[src/design/esm_cfg.svh]
// Purpose: Constants of the slave state machine.
// Assumes: Included by the package and the state machine file.
// Notes: State codes are the ones the master writes and reads back.
`ifndef ESM_CFG_SVH
`define ESM_CFG_SVH
`define ESM_CODE_INIT 4'h1
`define ESM_CODE_PREOP 4'h2
`define ESM_CODE_BOOT 4'h3
`define ESM_CODE_SAFEOP 4'h4
`define ESM_CODE_OP 4'h8
`define ESM_ERR_NONE 4'h0
`define ESM_ERR_ILLEGAL 4'h1
`define ESM_ERR_MBXCFG 4'h2
`define ESM_ERR_PDCFG 4'h3
`define ESM_FW_VER_RESET 16'h0000
`endif

[src/design/esm_pkg.sv]
// Purpose: Types of the slave state machine.
// Assumes: esm_cfg.svh holds the codes.
// Notes: None.
`include "esm_cfg.svh"
package esm_pkg;
  typedef enum logic [3:0] {
    ST_INIT   = `ESM_CODE_INIT,
    ST_PREOP  = `ESM_CODE_PREOP,
    ST_BOOT   = `ESM_CODE_BOOT,
    ST_SAFEOP = `ESM_CODE_SAFEOP,
    ST_OP     = `ESM_CODE_OP
  } esm_state_t;
  typedef enum logic [1:0] {
    PH_IDLE = 2'b00,
    PH_COPY = 2'b01
  } esm_phase_t;
endpackage : esm_pkg

[src/design/input_stage.sv]
// Purpose: Word memory holding the input image seen by the master.
// Assumes: One clock; read data registered.
// Notes: Written from the live inputs.
`timescale 1ns/10ps
`default_nettype none
module input_stage #(
  parameter int WIDTH = 16,
  parameter int DEPTH = 8,
  parameter int AW    = 3
) (
  // Clock and reset.
  input  wire logic             clk,
  input  wire logic             reset_n,
  // Write side.
  input  wire logic             wrEn,
  input  wire logic [AW-1:0]    wrAddr,
  input  wire logic [WIDTH-1:0] wrData,
  // Read side.
  input  wire logic [AW-1:0]    rdAddr,
  output var  logic [WIDTH-1:0] rdData
);
  logic [WIDTH-1:0] mem [DEPTH];
  logic [WIDTH-1:0] next_rdData;

  always_comb
  begin
    next_rdData = mem[rdAddr];
  end

  always_ff @(posedge clk)
  begin
    if (wrEn)
    begin
      mem[wrAddr] <= wrData;
    end
  end

  always_ff @(posedge clk or negedge reset_n)
  begin
    if (!reset_n)
    begin
      rdData <= '0;
    end
    else
    begin
      rdData <= next_rdData;
    end
  end
endmodule : input_stage
`default_nettype wire

[src/design/slave_state_machine.sv]
// Purpose: Communication state machine of a fieldbus slave coupler.
// Assumes: Master requests come as a one-cycle strobe with a state code.
// Notes: Channel checks arrive as levels from the channel logic.
// How it works
// - After reset the state is Init, code 01h.
// - Init blocks mailbox and process data traffic.
// - Init to Pre-Op (02h) needs a good mailbox channel check.
// - Pre-Op allows mailbox, blocks process data.
// - Pre-Op to Safe-Op (04h) needs a good process channel check.
// - Inputs are copied to the stage before Safe-Op is acknowledged from Pre-Op.
// - Safe-Op allows all traffic, refreshes inputs, outputs stay off.
// - Op (08h) drives outputs from master data, allows all traffic.
// - Bootstrap (03h) is entered only from Init.
// - Bootstrap allows only file-access mailbox, nothing else.
// - Firmware equal to the installed version is not taken.
// - A downloaded image is adopted on return to Init.
`timescale 1ns/10ps
`default_nettype none
`include "esm_cfg.svh"
module slave_state_machine #(
  parameter int WIDTH = 16,
  parameter int DEPTH = 8,
  parameter int AW    = 3
) (
  // Clock and reset.
  input  wire logic             clk,
  input  wire logic             reset_n,
  // State request from the master.
  input  wire logic             reqValid,
  input  wire logic [3:0]       reqState,
  output var  logic [3:0]       curState,
  output var  logic             ackValid,
  output var  logic             errFlag,
  output var  logic [3:0]       errCode,
  input  wire logic             errClear,
  // Channel set-up checks.
  input  wire logic             mbxCfgOk,
  input  wire logic             pdCfgOk,
  // Traffic gates.
  output var  logic             mbxEnable,
  output var  logic             foeOnly,
  output var  logic             pdEnable,
  // Process data.
  input  wire logic [WIDTH-1:0] inPins,
  input  wire logic [AW-1:0]    inRdAddr,
  output var  logic [WIDTH-1:0] inRdData,
  input  wire logic [WIDTH-1:0] masterOut,
  output var  logic [WIDTH-1:0] outPins,
  // Firmware update.
  input  wire logic             fwDone,
  input  wire logic [15:0]      fwNewVer,
  output var  logic [15:0]      fwVersion,
  output var  logic             fwAdopt
);
  esm_pkg::esm_state_t state, next_state;
  esm_pkg::esm_phase_t phase, next_phase;
  logic [AW-1:0]    copyAddr, next_copyAddr;
  logic             next_ackValid;
  logic             next_errFlag;
  logic [3:0]       next_errCode;
  logic             fwPending, next_fwPending;
  logic [15:0]      fwStaged, next_fwStaged;
  logic [15:0]      next_fwVersion;
  logic             next_fwAdopt;
  logic [WIDTH-1:0] next_outPins;
  logic             stageWr;

  function automatic logic legalStep(input logic [3:0] from,
                                     input logic [3:0] to);
    logic ok;
    ok = 1'b0;
    case (to)
      `ESM_CODE_INIT:   ok = 1'b1;
      `ESM_CODE_PREOP:  ok = (from != `ESM_CODE_BOOT);
      `ESM_CODE_BOOT:   ok = (from == `ESM_CODE_INIT) ||
                             (from == `ESM_CODE_BOOT);
      `ESM_CODE_SAFEOP: ok = (from == `ESM_CODE_PREOP) ||
                             (from == `ESM_CODE_SAFEOP) ||
                             (from == `ESM_CODE_OP);
      `ESM_CODE_OP:     ok = (from == `ESM_CODE_SAFEOP) ||
                             (from == `ESM_CODE_OP);
      default:          ok = 1'b0;
    endcase
    return ok;
  endfunction : legalStep

  always_comb
  begin
    next_state    = state;
    next_phase    = phase;
    next_copyAddr = copyAddr;
    next_ackValid = 1'b0;
    next_errFlag  = errFlag & ~errClear;
    next_errCode  = errCode;
    case (phase)
      esm_pkg::PH_IDLE:
      begin
        if (reqValid)
        begin
          if (!legalStep(state, reqState))
          begin
            next_errFlag  = 1'b1;
            next_errCode  = `ESM_ERR_ILLEGAL;
            next_ackValid = 1'b1;
          end
          else if (reqState == `ESM_CODE_PREOP &&
                   state == esm_pkg::ST_INIT && !mbxCfgOk)
          begin
            next_errFlag  = 1'b1;
            next_errCode  = `ESM_ERR_MBXCFG;
            next_ackValid = 1'b1;
          end
          else if (reqState == `ESM_CODE_SAFEOP &&
                   state == esm_pkg::ST_PREOP && !pdCfgOk)
          begin
            next_errFlag  = 1'b1;
            next_errCode  = `ESM_ERR_PDCFG;
            next_ackValid = 1'b1;
          end
          else if (reqState == `ESM_CODE_SAFEOP &&
                   state == esm_pkg::ST_PREOP)
          begin
            next_phase    = esm_pkg::PH_COPY;
            next_copyAddr = '0;
          end
          else
          begin
            next_state    = esm_pkg::esm_state_t'(reqState);
            next_ackValid = 1'b1;
            next_errCode  = `ESM_ERR_NONE;
          end
        end
      end
      esm_pkg::PH_COPY:
      begin
        next_copyAddr = copyAddr + 1'b1;
        if (copyAddr == AW'(DEPTH - 1))
        begin
          next_phase    = esm_pkg::PH_IDLE;
          next_state    = esm_pkg::ST_SAFEOP;
          next_ackValid = 1'b1;
          next_errCode  = `ESM_ERR_NONE;
        end
      end
      default: next_phase = esm_pkg::PH_IDLE;
    endcase
  end

  always_ff @(posedge clk or negedge reset_n)
  begin
    if (!reset_n)
    begin
      state    <= esm_pkg::ST_INIT;
      phase    <= esm_pkg::PH_IDLE;
      copyAddr <= '0;
      ackValid <= 1'b0;
      errFlag  <= 1'b0;
      errCode  <= `ESM_ERR_NONE;
    end
    else
    begin
      state    <= next_state;
      phase    <= next_phase;
      copyAddr <= next_copyAddr;
      ackValid <= next_ackValid;
      errFlag  <= next_errFlag;
      errCode  <= next_errCode;
    end
  end

  assign curState = state;

  // Traffic gates follow the state.
  always_comb
  begin
    mbxEnable = 1'b0;
    foeOnly   = 1'b0;
    pdEnable  = 1'b0;
    case (state)
      esm_pkg::ST_INIT:   mbxEnable = 1'b0;
      esm_pkg::ST_PREOP:  mbxEnable = 1'b1;
      esm_pkg::ST_BOOT:   foeOnly   = 1'b1;
      esm_pkg::ST_SAFEOP:
      begin
        mbxEnable = 1'b1;
        pdEnable  = 1'b1;
      end
      esm_pkg::ST_OP:
      begin
        mbxEnable = 1'b1;
        pdEnable  = 1'b1;
      end
      default: mbxEnable = 1'b0;
    endcase
  end

  // The input stage is filled during the copy and refreshed while live.
  assign stageWr = (phase == esm_pkg::PH_COPY) || pdEnable;

  input_stage #(
    .WIDTH (WIDTH),
    .DEPTH (DEPTH),
    .AW    (AW)
  ) u_stage (
    .clk     (clk),
    .reset_n (reset_n),
    .wrEn    (stageWr),
    .wrAddr  (phase == esm_pkg::PH_COPY ? copyAddr : inRdAddr),
    .wrData  (inPins),
    .rdAddr  (inRdAddr),
    .rdData  (inRdData)
  );

  // Outputs and firmware bookkeeping.
  always_comb
  begin
    next_outPins   = '0;
    next_fwPending = fwPending;
    next_fwStaged  = fwStaged;
    next_fwVersion = fwVersion;
    next_fwAdopt   = 1'b0;
    if (state == esm_pkg::ST_OP)
    begin
      next_outPins = masterOut;
    end
    if (state == esm_pkg::ST_BOOT && fwDone &&
        fwNewVer != fwVersion)
    begin
      next_fwPending = 1'b1;
      next_fwStaged  = fwNewVer;
    end
    if (fwPending && state == esm_pkg::ST_INIT)
    begin
      next_fwPending = 1'b0;
      next_fwVersion = fwStaged;
      next_fwAdopt   = 1'b1;
    end
  end

  always_ff @(posedge clk or negedge reset_n)
  begin
    if (!reset_n)
    begin
      outPins   <= '0;
      fwPending <= 1'b0;
      fwStaged  <= `ESM_FW_VER_RESET;
      fwVersion <= `ESM_FW_VER_RESET;
      fwAdopt   <= 1'b0;
    end
    else
    begin
      outPins   <= next_outPins;
      fwPending <= next_fwPending;
      fwStaged  <= next_fwStaged;
      fwVersion <= next_fwVersion;
      fwAdopt   <= next_fwAdopt;
    end
  end
endmodule : slave_state_machine
`default_nettype wire

[config.mk]
export PLATFORM = sky130hd
export DESIGN_NAME = slave_state_machine
export DESIGN_NICKNAME = d
export VERILOG_FILES = /design/src/design/esm_pkg.sv /design/src/design/input_stage.sv /design/src/design/slave_state_machine.sv
export VERILOG_INCLUDE_DIRS = /design/src /design/src/design
export SDC_FILE = /design/constraint.sdc
export NUM_CORES = 1
export LEC_CHECK = 0
export BUFFER_PORTS_ARGS = -buffer_cell sky130_fd_sc_hd__buf_2
export CAP_MARGIN = 20
export CORE_MARGIN = 3
export CORE_UTILIZATION = 40
export DETAILED_ROUTE_END_ITERATION = 8
export PLACE_DENSITY = 0.67
export SLEW_MARGIN = 0
export SYNTH_ARGS = -nofsm -noshare
export SYNTH_HDL_FRONTEND = slang
export SYNTH_SLANG_ARGS = --single-unit
[constraint.sdc]
create_clock -name clk -period 3 [get_ports clk]
set_clock_uncertainty 0.2 [all_clocks]
set_input_delay 0.6 -clock clk [delete_from_list [all_inputs] [get_ports clk]]
set_output_delay 0.6 -clock clk [all_outputs]
set_load 0.005 [all_outputs]
* After elaboration in Yosys (flattened, before gate mapping) *
Memory sizes are Yosys's and may differ from the RTL's. A register that Yosys moved wholly into a read port is not among the register bits.
Cells that the tools add are included.

storage, ports and cells
  word-level logic and storage cells = 113
  register bits after elaboration = 65
  memories = 1
  memory bits (writable) = 128
  output and inout port bits = 62
  input port bits = 62

memories
  name         words  width  rd ports  clocked after memory_dff  write ports  line               RTL
  u_stage.mem  8      16     1         1                         1            input_stage.sv:22  logic [WIDTH-1:0] mem [DEPTH];

cells by class
  reduce and logical (&&, ||, !) cells = 24
  muxes and demuxes = 52
  equality and inequality tests = 22
  bitwise gates (word level) = 2
  add/subtract/negate cells = 1

operator list
  operator               count
  $mux W4                12
  $mux W1                21
  $mux W3                6
  $eq A4 B2 Y1 const B   4
  $mux W16               1
  $ne A16 B16 Y1         1
  $pmux W4 S2            2
  $ne A2 B2 Y1 const B   7
  $mux W2                6
  $reduce_and A6 Y1      2
  $eq A4 B1 Y1 const B   2
  $eq A4 B3 Y1 const B   2
  $eq A4 B4 Y1 const B   2
  $logic_and A1 B1 Y1    7
  $reduce_and A7 Y1      1
  $pmux W3 S2            1
  $logic_or A1 B1 Y1     5
  $ne A5 B5 Y1 const B   1
  $pmux W1 S5            1
  $ne A4 B2 Y1 const B   1
  $pmux W2 S2            1
  $reduce_and A4 Y1      1
  $reduce_bool A2 Y1     2
  $add A3 B1 Y3 const B  1
  other kinds (9)        11

* Depth between registers and ports, before layout *
Gate-level depths: netlist (run 1).

  depth after elaboration = 9
  depth in mapped cells = 7
  gate-level depth less buffers = 5

* Hierarchy *
A second synthesis (run 1) with hierarchy kept.

second synthesis, totals
  cell total of the unflattened synthesis = 455
  area, all modules = 8149.1 um^2

modules (own cells, without submodules)
  module               sequential area each (um^2)  cells an instance  instances  area an instance (um^2)
  input_stage          4244.1                       214                1          5373.9
  slave_state_machine  1552.7                       241                1          2775.2

* Least setup slack after synthesis (run 1) *
OpenSTA, ideal clock, no wires.

  kind = input to register
  start point = input port inRdAddr[1]
  end point = memory u_stage.mem[2][0], enable pin
  setup time = 388 ps
  path slack = 176 ps
  arrival time = 2235 ps
  buffers on the path = 2
  stages on the path = 5
  required time = 2412 ps
  cell sequence = clkbuf_1 buf_2 inv_1 o32a_1 nor2_1

between the ends
  longest elaborated chain between the ends = 1

ends and longest elaborated chain
  element             line                        RTL
  start: declaration  slave_state_machine.sv:45   input wire logic [AW-1:0] inRdAddr,
  $mux W3             slave_state_machine.sv:208  .wrAddr (phase == esm_pkg::PH_COPY ? copyAddr : inRdAddr),
  end: declaration    input_stage.sv:22

Every way passes these cells.

* Worst setup path after layout (run 1) *
  start point = register state[3], in the netlist curState[3]
  end point = output port pdEnable

between the ends
  longest elaborated chain between the ends = 3
  elaborated cells on any way between the ends = 4
  those cells by class = eq/ne (2); mux (1); reduce/logical (1)

ends and longest elaborated chain
  element                                       line                        RTL
  start: declaration                            slave_state_machine.sv:55   esm_pkg::esm_state_t state, next_state;
  start signal: assignment                      slave_state_machine.sv:153  state <= esm_pkg::ST_INIT;
  start signal: assignment                      slave_state_machine.sv:162  state <= next_state;
  $eq A4 B4 Y1 or $eq A4 B3 Y1 (tied branches)  slave_state_machine.sv:179  case (state)
  $reduce_or A2 Y1 (no line) *                  --
  $mux W1 *                                     slave_state_machine.sv:179
  end: declaration                              slave_state_machine.sv:42   output var logic pdEnable,

Every way passes the cells marked *; elsewhere a longest branch is shown, timed or not.

==> results of run 1 <==
-- metal layers --
metal  track usage, %  vias to the layer above  wire length, um
met2            24.30                      140             7865
met1            20.73                     2249             7189
li1                 -                     1942                -
met3            3.311                       29             1031
met4            3.788                        2              285
met5                0                        -               13
-- critical path: stages (launching register included) --
cell and delay [ns]:
dfrtp_1 0.52, xor2_1 0.23, nand2b_1 0.11, nor2_1 0.27
buf_2 0.18
-- timing repair --
item,4_1_cts,5_1_grt
hold buffers,1,0
endpoints found under the setup margin,0,0
endpoints found under the hold margin,42,0
-- metrics by stage --
| stage | hold slack (ns) | instance area [um^2] |
|---|---|---|
| 2_1_floorplan | 0.1044 | 8065 |
| 3_3_place_gp | 0.2859 | 9019 |
| 3_5_place_dp | 0.2906 | 9019 |
| 4_1_cts | 0.05912 | 9818 |
| 5_1_grt | 0.08317 | 9818 |
| 6_report | 0.07890 | 9818 |
-- path summary, 6_finish.rpt --
path,to,depth (start not counted)
setup / recovery,pdEnable,4
hold / removal,errFlag,2
setup reg to reg,fwStaged[4],3
hold reg to reg,fwVersion[3],1
max in group asynchronous,curState[0],3
min in group asynchronous,fwStaged[8],2
-- kinds of logic (layout without fill, tap and decap cells) --
logic type / count (synthesis) / after routing / share of synthesized area (%)
DFF: 206 / 206 / 71.91
muxes: 83 / 83 / 16.44
and+or+nand+nor: 72 / 72 / 5.324
buffers and inverters: 26 / 181 / 1.800
AOI/OAI and AO/OA: 25 / 25 / 2.220
xor gates and xnor gates: 18 / 18 / 1.956
adders and majority gates: 2 / 2 / 0.3104
other: 1 / 2 / 0.04652
-- cell type report --
cell class / instances / area [um^2] / area share [%]
Multi-Input combinational cell: 202 / 2130 / 21.69
Tap cell: 265 / 331.6 / 3.377
Sequential cell: 206 / 5797 / 59.04
Clock inverter: 13 / 214.0 / 2.179
Timing Repair Buffer: 136 / 748.2 / 7.621
Clock buffer: 26 / 575.6 / 5.862
Inverter: 6 / 22.52 / 0.2294
-- power by group through the flow --
stage                     sequential, mW  clock, mW  combinational, mW
after floorplan                     3.74          0              0.806
after global placement              3.79          0               1.23
after detailed placement            3.82          0               1.27
after CTS                           3.77       2.97               1.28
after global routing                3.82       3.10               1.38
final                               3.77       2.89               1.25
-- cell usage in the layout, fill, tap and decap left out, drive strengths merged, types with 8 or more instances in the layout --
cell type / n
mux4: 32
clkbuf: 26
mux2: 48
nand2: 10
buf: 135
xor2: 18
dfrtp: 77
a21oi: 8
and2: 17
nor2: 15
edfxtp: 128
-- state kept, by name, indices dropped and copies added (netlist names) --
signal / flops
copyAddr: 3
outPins: 16
ackValid: 1
fwPending: 1
u_stage.mem: 128
errCode: 2
fwVersion: 16
phase: 1
errFlag: 1
fwStaged: 16
fwAdopt: 1
curState: 4
u_stage.rdData: 16
==> metrics.md, run 1 <==
| Metric | Value |
|---|---|
| Sequential share of power | `about 48%` |
| Final setup margin | `about 0.40 ns` |
| DRT Pass-1 Iters | `4` |
| Sw frac | `around a quarter` |
| Fmax | `between 300 and 400 MHz` |
| Final TNS setup | `0 ns` |
| Worst-Skew Late Latency | `0.52 ns` |
| Leak | `3.946 nW` |
| Die X | `148.0 um` |
| Place WS | `roughly 0.26 ns` |
| Nature of the critical path endpoint | `output pin` |
| RePlAce Congestion | `0.8230` |
| Minimum clock period | `approximately 2.6 ns` |
| Reg2reg start | `curState[0]` |
| Core Area | `19,650 um^2` |
| Via-to-Cell Ratio | `around 5.1` |
| HP Class | `in2reg` |
| Layout cells sized above 1 | `43.29%` |
| Final non-filler cell total | `around 850` |
| Cell with the most instances after synthesis | `edfxtp_1` |
| Clock root buffer | `clkbuf_16` |
| Clk slew on worst S/H paths | `about 0.06 ns` |
| Cell taking the most area after synthesis | `edfxtp_1` |
| Clock buffer depth | `3` |
| Starting density of the core | `41.02%` |
| R2R setup slack | `between 0.5 and 0.6 ns` |
| Post-Route WL | `roughly 16,000 um` |
| Critical path startpoint | `curState[3]` |
| Status | `finished, final reports clean` |
| Filler cells | `about 1,700` |
| Synth cell types | `49` |
| Final period utilization | `86.61%` |
| Diode count | `0` |
| Top cells by count, synth | `edfxtp_1 (128), dfrtp_1 (77), mux2_2 (39)` |
| Max IR drop VDD | `slightly below 0.0005 V` |
| Initial antenna violation count | `1` |
| Area contributors post-synth | `edfxtp_1 (48%), dfrtp_1 (24%), mux4_2 (8.9%)` |
| Final setup vio count | `0` |
| Pin count of the biggest net entering global routing | `44` |
| CTS tree | `yes` |
| Initial DRC count | `~180` |
| YS warnings | `0` |
| Syn Area/Cell | `~19 um^2` |
| Prevailing post-synth register cell | `edfxtp_1` |
| Fin. max-slew vios | `0` |
| Synth Cell Area | `just over 8000 um^2` |
| Gr ovfl total | `0` |
| CP required | `approximately 2.2 ns` |
| Number of synthesized flops with an enable pin | `128` |
| Antenna Nets Post-Route | `0` |
| Asr flop ratio synth | `a little under two fifths` |
| Synth top area share | `between 40% and 50%` |
| Placed cell count | `between 800 and 900` |
| Synth Register Bits | `between 200 and 250` |
| Worst EP arrival | `roughly 1.8 ns` |
| Final hold vios | `0` |
| Setup bufs post-CTS | `0` |
| # rows | `51` |
| Mapped Cells | `around 430` |
| IO buf count | `roughly 120` |
| Gate power share | `between 15 and 20%` |
| Clk pwr share | `about 37%` |
| Vias in the first global route | `roughly 4,700` |
| Worst hold start | `errClear` |
| CTS Sinks | `206` |
| Layout area overhead | `21.79%` |
| Average wire per standard cell | `between 15 and 20 um` |
| Power, Total | `between 7 and 8 mW` |
| Tot GR Track Use | `roughly 15%` |
| Power per cell area | `806.0 nW/um^2` |
| TritonCTS Buffers | `22` |
| Largest fanout on the critical path | `8` |
| Worst Tran Pin Value | `slightly below 1 ns` |
| CP startpoint kind | `flop` |
| # IOs | `approximately 120` |
| Max-Cap Viols | `0` |
| Number of remaining DRC errors | `0` |
| CTS H-tree lvls | `1` |
| HPWL after DPL | `10,280 um` |
| Height of the die | `around 150 um` |
| Sw Pwr | `about 2 mW` |
| Post-cts sizing count | `0` |
| First-pass GRT wire length | `about 26,000 um` |
| Internal power | `~6 mW` |
| Nets | `approximately 640` |
| Fin util | `approximately half` |
| Vias | `4,362` |
| Sequential cell area fraction in the yosys report | `between 70% and 80%` |
| RSZ-0062 raised after global routing | `false` |
| Die area | `around 22,000 um^2` |
| Crit Path Class | `reg2out` |
| Slew margin rel. | `roughly a third` |
Note: power is estimated with default switching activity, not from simulation.
==> run 2, diff against run 1 <==
--- a/config.mk
+++ b/config.mk
@@ -11,7 +11,7 @@
 export CORE_MARGIN = 3
 export CORE_UTILIZATION = 40
 export DETAILED_ROUTE_END_ITERATION = 8
-export PLACE_DENSITY = 0.67
+export PLACE_DENSITY = 0.69
 export SLEW_MARGIN = 0
 export SYNTH_ARGS = -nofsm -noshare
 export SYNTH_HDL_FRONTEND = slang
==> constraint.sdc (replaced) <==
create_clock -name clk -period 2.3 [get_ports clk]
set_clock_uncertainty 0.2 [all_clocks]
set_input_delay 0.46 -clock clk [delete_from_list [all_inputs] [get_ports clk]]
set_output_delay 0.46 -clock clk [all_outputs]
set_load 0.005 [all_outputs]
==> metrics.md, run 2 (synthesized netlist as in run 1, its figures left out) <==
| Metric | Value |
|---|---|
| Largest Register | `u_stage.mem` |
| Power, Total | `~10 mW` |
| Worst path slowest cell | `dfstp_2` |
| Fin. max-slew vios | `0` |
| Pin count of the biggest net entering global routing | `about 80` |
| Final non-filler cell total | `895` |
| Design area | `about 10,000 um^2` |
| # rows | `51` |
| RSZ-0062 raised after global routing | `false` |
| CP top delay family | `flip-flops` |
| Nature of the critical path endpoint | `output pin` |
| Final hold vios | `0` |
| Tot GR Track Use | `between 10% and 20%` |
| Height of the die | `roughly 150 um` |
| CP startpoint kind | `flop` |
| DRT Pass-1 Iters | `4` |
| Die area | `21,890 um^2` |
| Worst-Skew Late Latency | `0.52 ns` |
| HP Class | `in2reg` |
| CTS H-tree lvls | `1` |
| Diode count | `0` |
| Via-to-Cell Ratio | `a little under 5` |
| Post-Route WL | `between 15,000 and 20,000 um` |
| Initial antenna violation count | `1` |
| Setup bufs post-CTS | `0` |
| Gr ovfl total | `0` |
| Worst Tran Pin Value | `0.5287 ns` |
| Slew margin rel. | `64.26%` |
| Vias | `between 4,000 and 5,000` |
| RePlAce Congestion | `slightly below 0.9` |
| CTS tree | `yes` |
| Fmax | `453.9 MHz` |
| Core Area | `19,650 um^2` |
| Average wire per standard cell | `~18 um` |
| Final period utilization | `around 96%` |
| Number of remaining DRC errors | `0` |
| Worst EP arrival | `about 1.5 ns` |
| First-pass GRT wire length | `25,670 um` |
| DP Area | `around 9200 um^2` |
| TritonCTS Buffers | `22` |
| Initial DRC count | `190` |
| Bufs and invs on worst path | `1` |
| Filler cells | `between 1,500 and 2,000` |
| Minimum clock period | `2.203 ns` |
| Antenna Nets Post-Route | `0` |
| Status | `finished, final reports clean` |
| Layout cells sized above 1 | `43.17%` |
| Critical path, cell by cell | `and4bb_4 -> buf_2` |
| CTS Sinks | `206` |
| Die X | `~150 um` |
| Layout area overhead | `26.15%` |
| Max IR drop VDD | `0.0006321 V` |
| Clk slew on worst S/H paths | `about 0.06 ns` |
| Final setup vio count | `0` |
| Placed cell count | `slightly above 800` |
| Most frequent cells in the layout | `edfxtp_1 (128), buf_2 (120), dfrtp_1 (77)` |
| Most common cell after layout, fill and taps aside | `edfxtp_1` |
| Largest fanout on the critical path | `10` |
| Clock buffer depth | `3` |
| Starting density of the core | `between 40% and 50%` |
| Leak | `4.100 nW` |
| Vias in the first global route | `slightly below 5,000` |
| Power per cell area | `~990 nW/um^2` |
| # IOs | `124` |
| Crit Path Class | `reg2out` |
| Clock root buffer | `clkbuf_16` |
| IO buf count | `about 120` |
| Max reg flops | `about 130` |
| Nets | `approximately 680` |
| Max stage delay on crit path | `0.64 ns` |
| HPWL after DPL | `10,460 um` |
| Max-Cap Viols | `0` |
| CP required | `1.64 ns` |
| Fin util | `approximately half` |
run 2: area by class of cell:
type	instances	area, um^2	area share, %
clock buffers	34	625.6	6.152
clock inverters	5	75.07	0.7382
inverters	6	22.52	0.2215
multi-input cells	202	2152	21.16
flip-flops and latches	206	5797	57.00
well taps	265	331.6	3.260
repair buffers	177	1166	11.47
run 2: worst paths after layout:
check	end	startpoint	slack, ns	cells past startpoint
min in group asynchronous	fwVersion[9]	reset_n	0.34	3
worst max-delay path	foeOnly	curState[0]	0.1	2
worst max register to register	curState[0]	curState[0]	0.13	5
max in group asynchronous	curState[0]	reset_n	1.19	3
worst min-delay path	u_stage.mem[2][7]	inPins[7]	0.02	1
worst min register to register	fwVersion[5]	fwStaged[5]	0.30	1
run 2: power by group:
group / switching, mW / internal [mW]
Combinational: 0.824 / 1.01
Sequential: 0.344 / 4.52
Clock: 1.35 / 1.99
run 2: stage by stage:
step / setup TNS (ns) / setup slack (ns) / hold slack [ns]
global route: 0 / 0.01081 / 0.007535
global placement: 0 / 0.03809 / 0.2854
detailed placement: 0 / 0.03055 / 0.2916
finish: 0 / 0.09664 / 0.01960
floorplan: -19.43 / -0.2315 / -0.03559
CTS: 0 / 0.05126 / 0.002070
run 2: repair_timing:
item / 4_1_cts / 5_1_grt
endpoints found under the hold margin: 140 / 0
resized for setup: 1 / 2
setup endpoints to repair: 1 / 2
pin swaps: 0 / 0
hold buffers: 25 / 0
run 2: routing by layer:
metal	share of wire [%]	GRT usage, %	vias to the layer above
met5	0.044	0	-
met4	2.3	4.157	2
met3	6.0	3.004	33
met2	49	25.65	141
met1	42	19.30	2205
li1	-	-	2016
==> run 3, diff against run 2 <==
--- a/config.mk
+++ b/config.mk
@@ -11,6 +11,7 @@
 export CORE_MARGIN = 3
 export CORE_UTILIZATION = 40
 export DETAILED_ROUTE_END_ITERATION = 8
+export GPL_TIMING_DRIVEN = 0
 export PLACE_DENSITY = 0.69
 export SLEW_MARGIN = 0
 export SYNTH_ARGS = -nofsm -noshare
==> metrics.md, run 3 (synthesized netlist as in run 1, its figures left out) <==
| Metric | Value |
|---|---|
| Worst-Skew Late Latency | `0.52 ns` |
| Initial DRC count | `199` |
| Power, Total | `between 10 and 15 mW` |
| Antenna Nets Post-Route | `0` |
| First-pass GRT wire length | `approximately 27,000 um` |
| Final period utilization | `slightly below 100%` |
| Most frequent cells in the layout | `edfxtp_1 (128), buf_2 (122), dfrtp_1 (75)` |
| Sw frac | `25.32%` |
| Height of the die | `148.0 um` |
| Leak | `roughly 4.2 nW` |
| Largest Register | `u_stage.mem` |
| CP startpoint kind | `flop` |
| CP required | `1.64 ns` |
| Design area | `10,430 um^2` |
| Clk pwr share | `35.6%` |
| Largest fanout on the critical path | `9` |
| Internal power | `~8 mW` |
| # IOs | `about 120` |
| CTS H-tree lvls | `1` |
| RSZ-0062 raised after global routing | `true` |
| Fin util | `53.04%` |
| Post-Route WL | `around 17,000 um` |
| IO buf count | `118` |
| Bufs and invs on worst path | `2` |
| Crit Path Class | `reg2out` |
| Max IR drop VDD | `~0.00067 V` |
| Nature of the critical path endpoint | `output pin` |
| RePlAce Congestion | `~0.86` |
| Max reg flops | `128` |
| Status | `finished, final reports clean` |
| Clk slew on worst S/H paths | `about 0.06 ns` |
| Worst EP arrival | `between 1.5 and 2 ns` |
| Vias | `about 4,600` |
| Nets | `688` |
| Tot GR Track Use | `15.71%` |
| Worst hold start | `inPins[11]` |
| Max-Cap Viols | `0` |
| HP Class | `in2reg` |
| Vias in the first global route | `~4,900` |
| Place WS | `-0.9551 ns` |
| CP top delay family | `simple AND/OR/NAND/NOR gates` |
| Fin. max-slew vios | `0` |
| Via-to-Cell Ratio | `~5.1` |
| Critical path, cell by cell | `clkbuf_2 -> nand2b_1 -> nor2_4 -> buf_2` |
| Diode count | `0` |
| Clock root buffer | `clkbuf_16` |
| CTS Sinks | `roughly 210` |
| Worst Tran Pin Value | `around 0.80 ns` |
| Final setup margin | `0.05182 ns` |
| CTS tree | `yes` |
| Fmax | `~440 MHz` |
| Reg2reg start | `fwVersion[15]` |
| Clock buffer depth | `3` |
| Sequential share of power | `45.4%` |
| Sw Pwr | `approximately 2.7 mW` |
| Gr ovfl total | `0` |
| Worst path slowest cell | `dfrtp_1` |
| Final hold vios | `0` |
| TritonCTS Buffers | `22` |
| Die area | `21,890 um^2` |
| Initial antenna violation count | `1` |
| Average wire per standard cell | `~19 um` |
| Max stage delay on crit path | `between 0.3 and 0.4 ns` |
| Layout cells sized above 1 | `a little under half` |
| Most common cell after layout, fill and taps aside | `edfxtp_1` |
| Filler cells | `roughly 1,600` |
| Final setup vio count | `0` |
| Critical path startpoint | `curState[1]` |
| Power per cell area | `just over 1000 nW/um^2` |
| # rows | `between 50 and 60` |
| Minimum clock period | `between 2 and 2.5 ns` |
| Layout area overhead | `29.32%` |
| HPWL after DPL | `roughly 11,000 um` |
| Pin count of the biggest net entering global routing | `48` |
| Gate power share | `a little under a fifth` |
| DRT Pass-1 Iters | `5` |
| Number of remaining DRC errors | `0` |
| Starting density of the core | `around 41%` |
| DP Area | `just over 9000 um^2` |
| Slew margin rel. | `46.97%` |
| Die X | `about 150 um` |
| Core Area | `just under 20,000 um^2` |
run 3: cell types whose count changed in the layout (fill, tap and decap cells not counted), moves of 4 or more:
| cell | change |
|---|---|
| buf_8 | +5 |
| nor2_1 | -4 |
| clkinv_2 | +5 |
| bufinv_16 | +4 |
| buf_4 | -8 |
| nor2_4 | +7 |
run 3: power by group through the flow:
| stage | combinational [mW] | sequential [mW] | clock [mW] |
|---|---|---|---|
| after floorplan | 1.06 | 4.87 | 0 |
| after global placement | 1.67 | 4.89 | 0 |
| after detailed placement | 1.77 | 4.93 | 0 |
| after CTS | 2.02 | 4.88 | 3.92 |
| after global routing | 2.21 | 4.94 | 4.09 |
| final | 2.04 | 4.88 | 3.83 |
run 3: worst paths after layout:
check / to / slack (ns) / cells after the start
min in group asynchronous: u_stage.rdData[10] / 0.24 / 2
max in group asynchronous: curState[0] / 1.00 / 3
hold reg to reg: fwVersion[7] / 0.30 / 1
setup reg to reg: fwStaged[8] / 0.10 / 7
setup / recovery: pdEnable / 0.05 / 4
hold / removal: u_stage.mem[0][11] / 0.02 / 1
run 3: area by class of cell:
class	count	area, um^2	area share, %
clock buffers	24	568.0	5.449
flip-flops and latches	206	5799	55.63
clock inverters	16	242.7	2.328
plain buffers	19	120.1	1.152
repair buffers	167	1129	10.83
inverters	6	22.52	0.2160
multi-input cells	202	2212	21.22
well taps	265	331.6	3.181
run 3: stage by stage:
step,std cells,hold WS [ns],setup TNS [ns]
finish,905,0.01938,0
detailed placement,823,0.2412,-75.30
global route,905,0.008827,-0.01882
floorplan,434,-0.03559,-19.43
CTS,903,0.0009355,0
global placement,817,0.2823,-124.32
run 3: routing by layer:
layer / wire (um) / global-route usage, % / vias to the layer above
li1: - / - / 2048
met1: 7288 / 21.71 / 2315
met2: 8132 / 25.39 / 184
met3: 1322 / 3.709 / 36
met4: 391 / 4.065 / 2
met5: 13 / 0 / -
run 3: timing repair:
item | in CTS | in global routing
endpoints found under the setup margin | 138 | 123
hold endpoints to repair | 86 | 0
hold buffers | 24 | 0
gates resized for setup | 14 | 4
pin swaps | 8 | 4
gates cloned | 0 | 0
setup buffers | 17 | 2
run 3: worst register-to-register path: stages, from the launching register on:
cell and delay [ns]:
dfrtp_1 0.40, xor2_1 0.17, nor4_2 0.38, nand4_1 0.12, and3_1 0.21, buf_6 0.15
buf_12 0.15, mux2_4 0.30
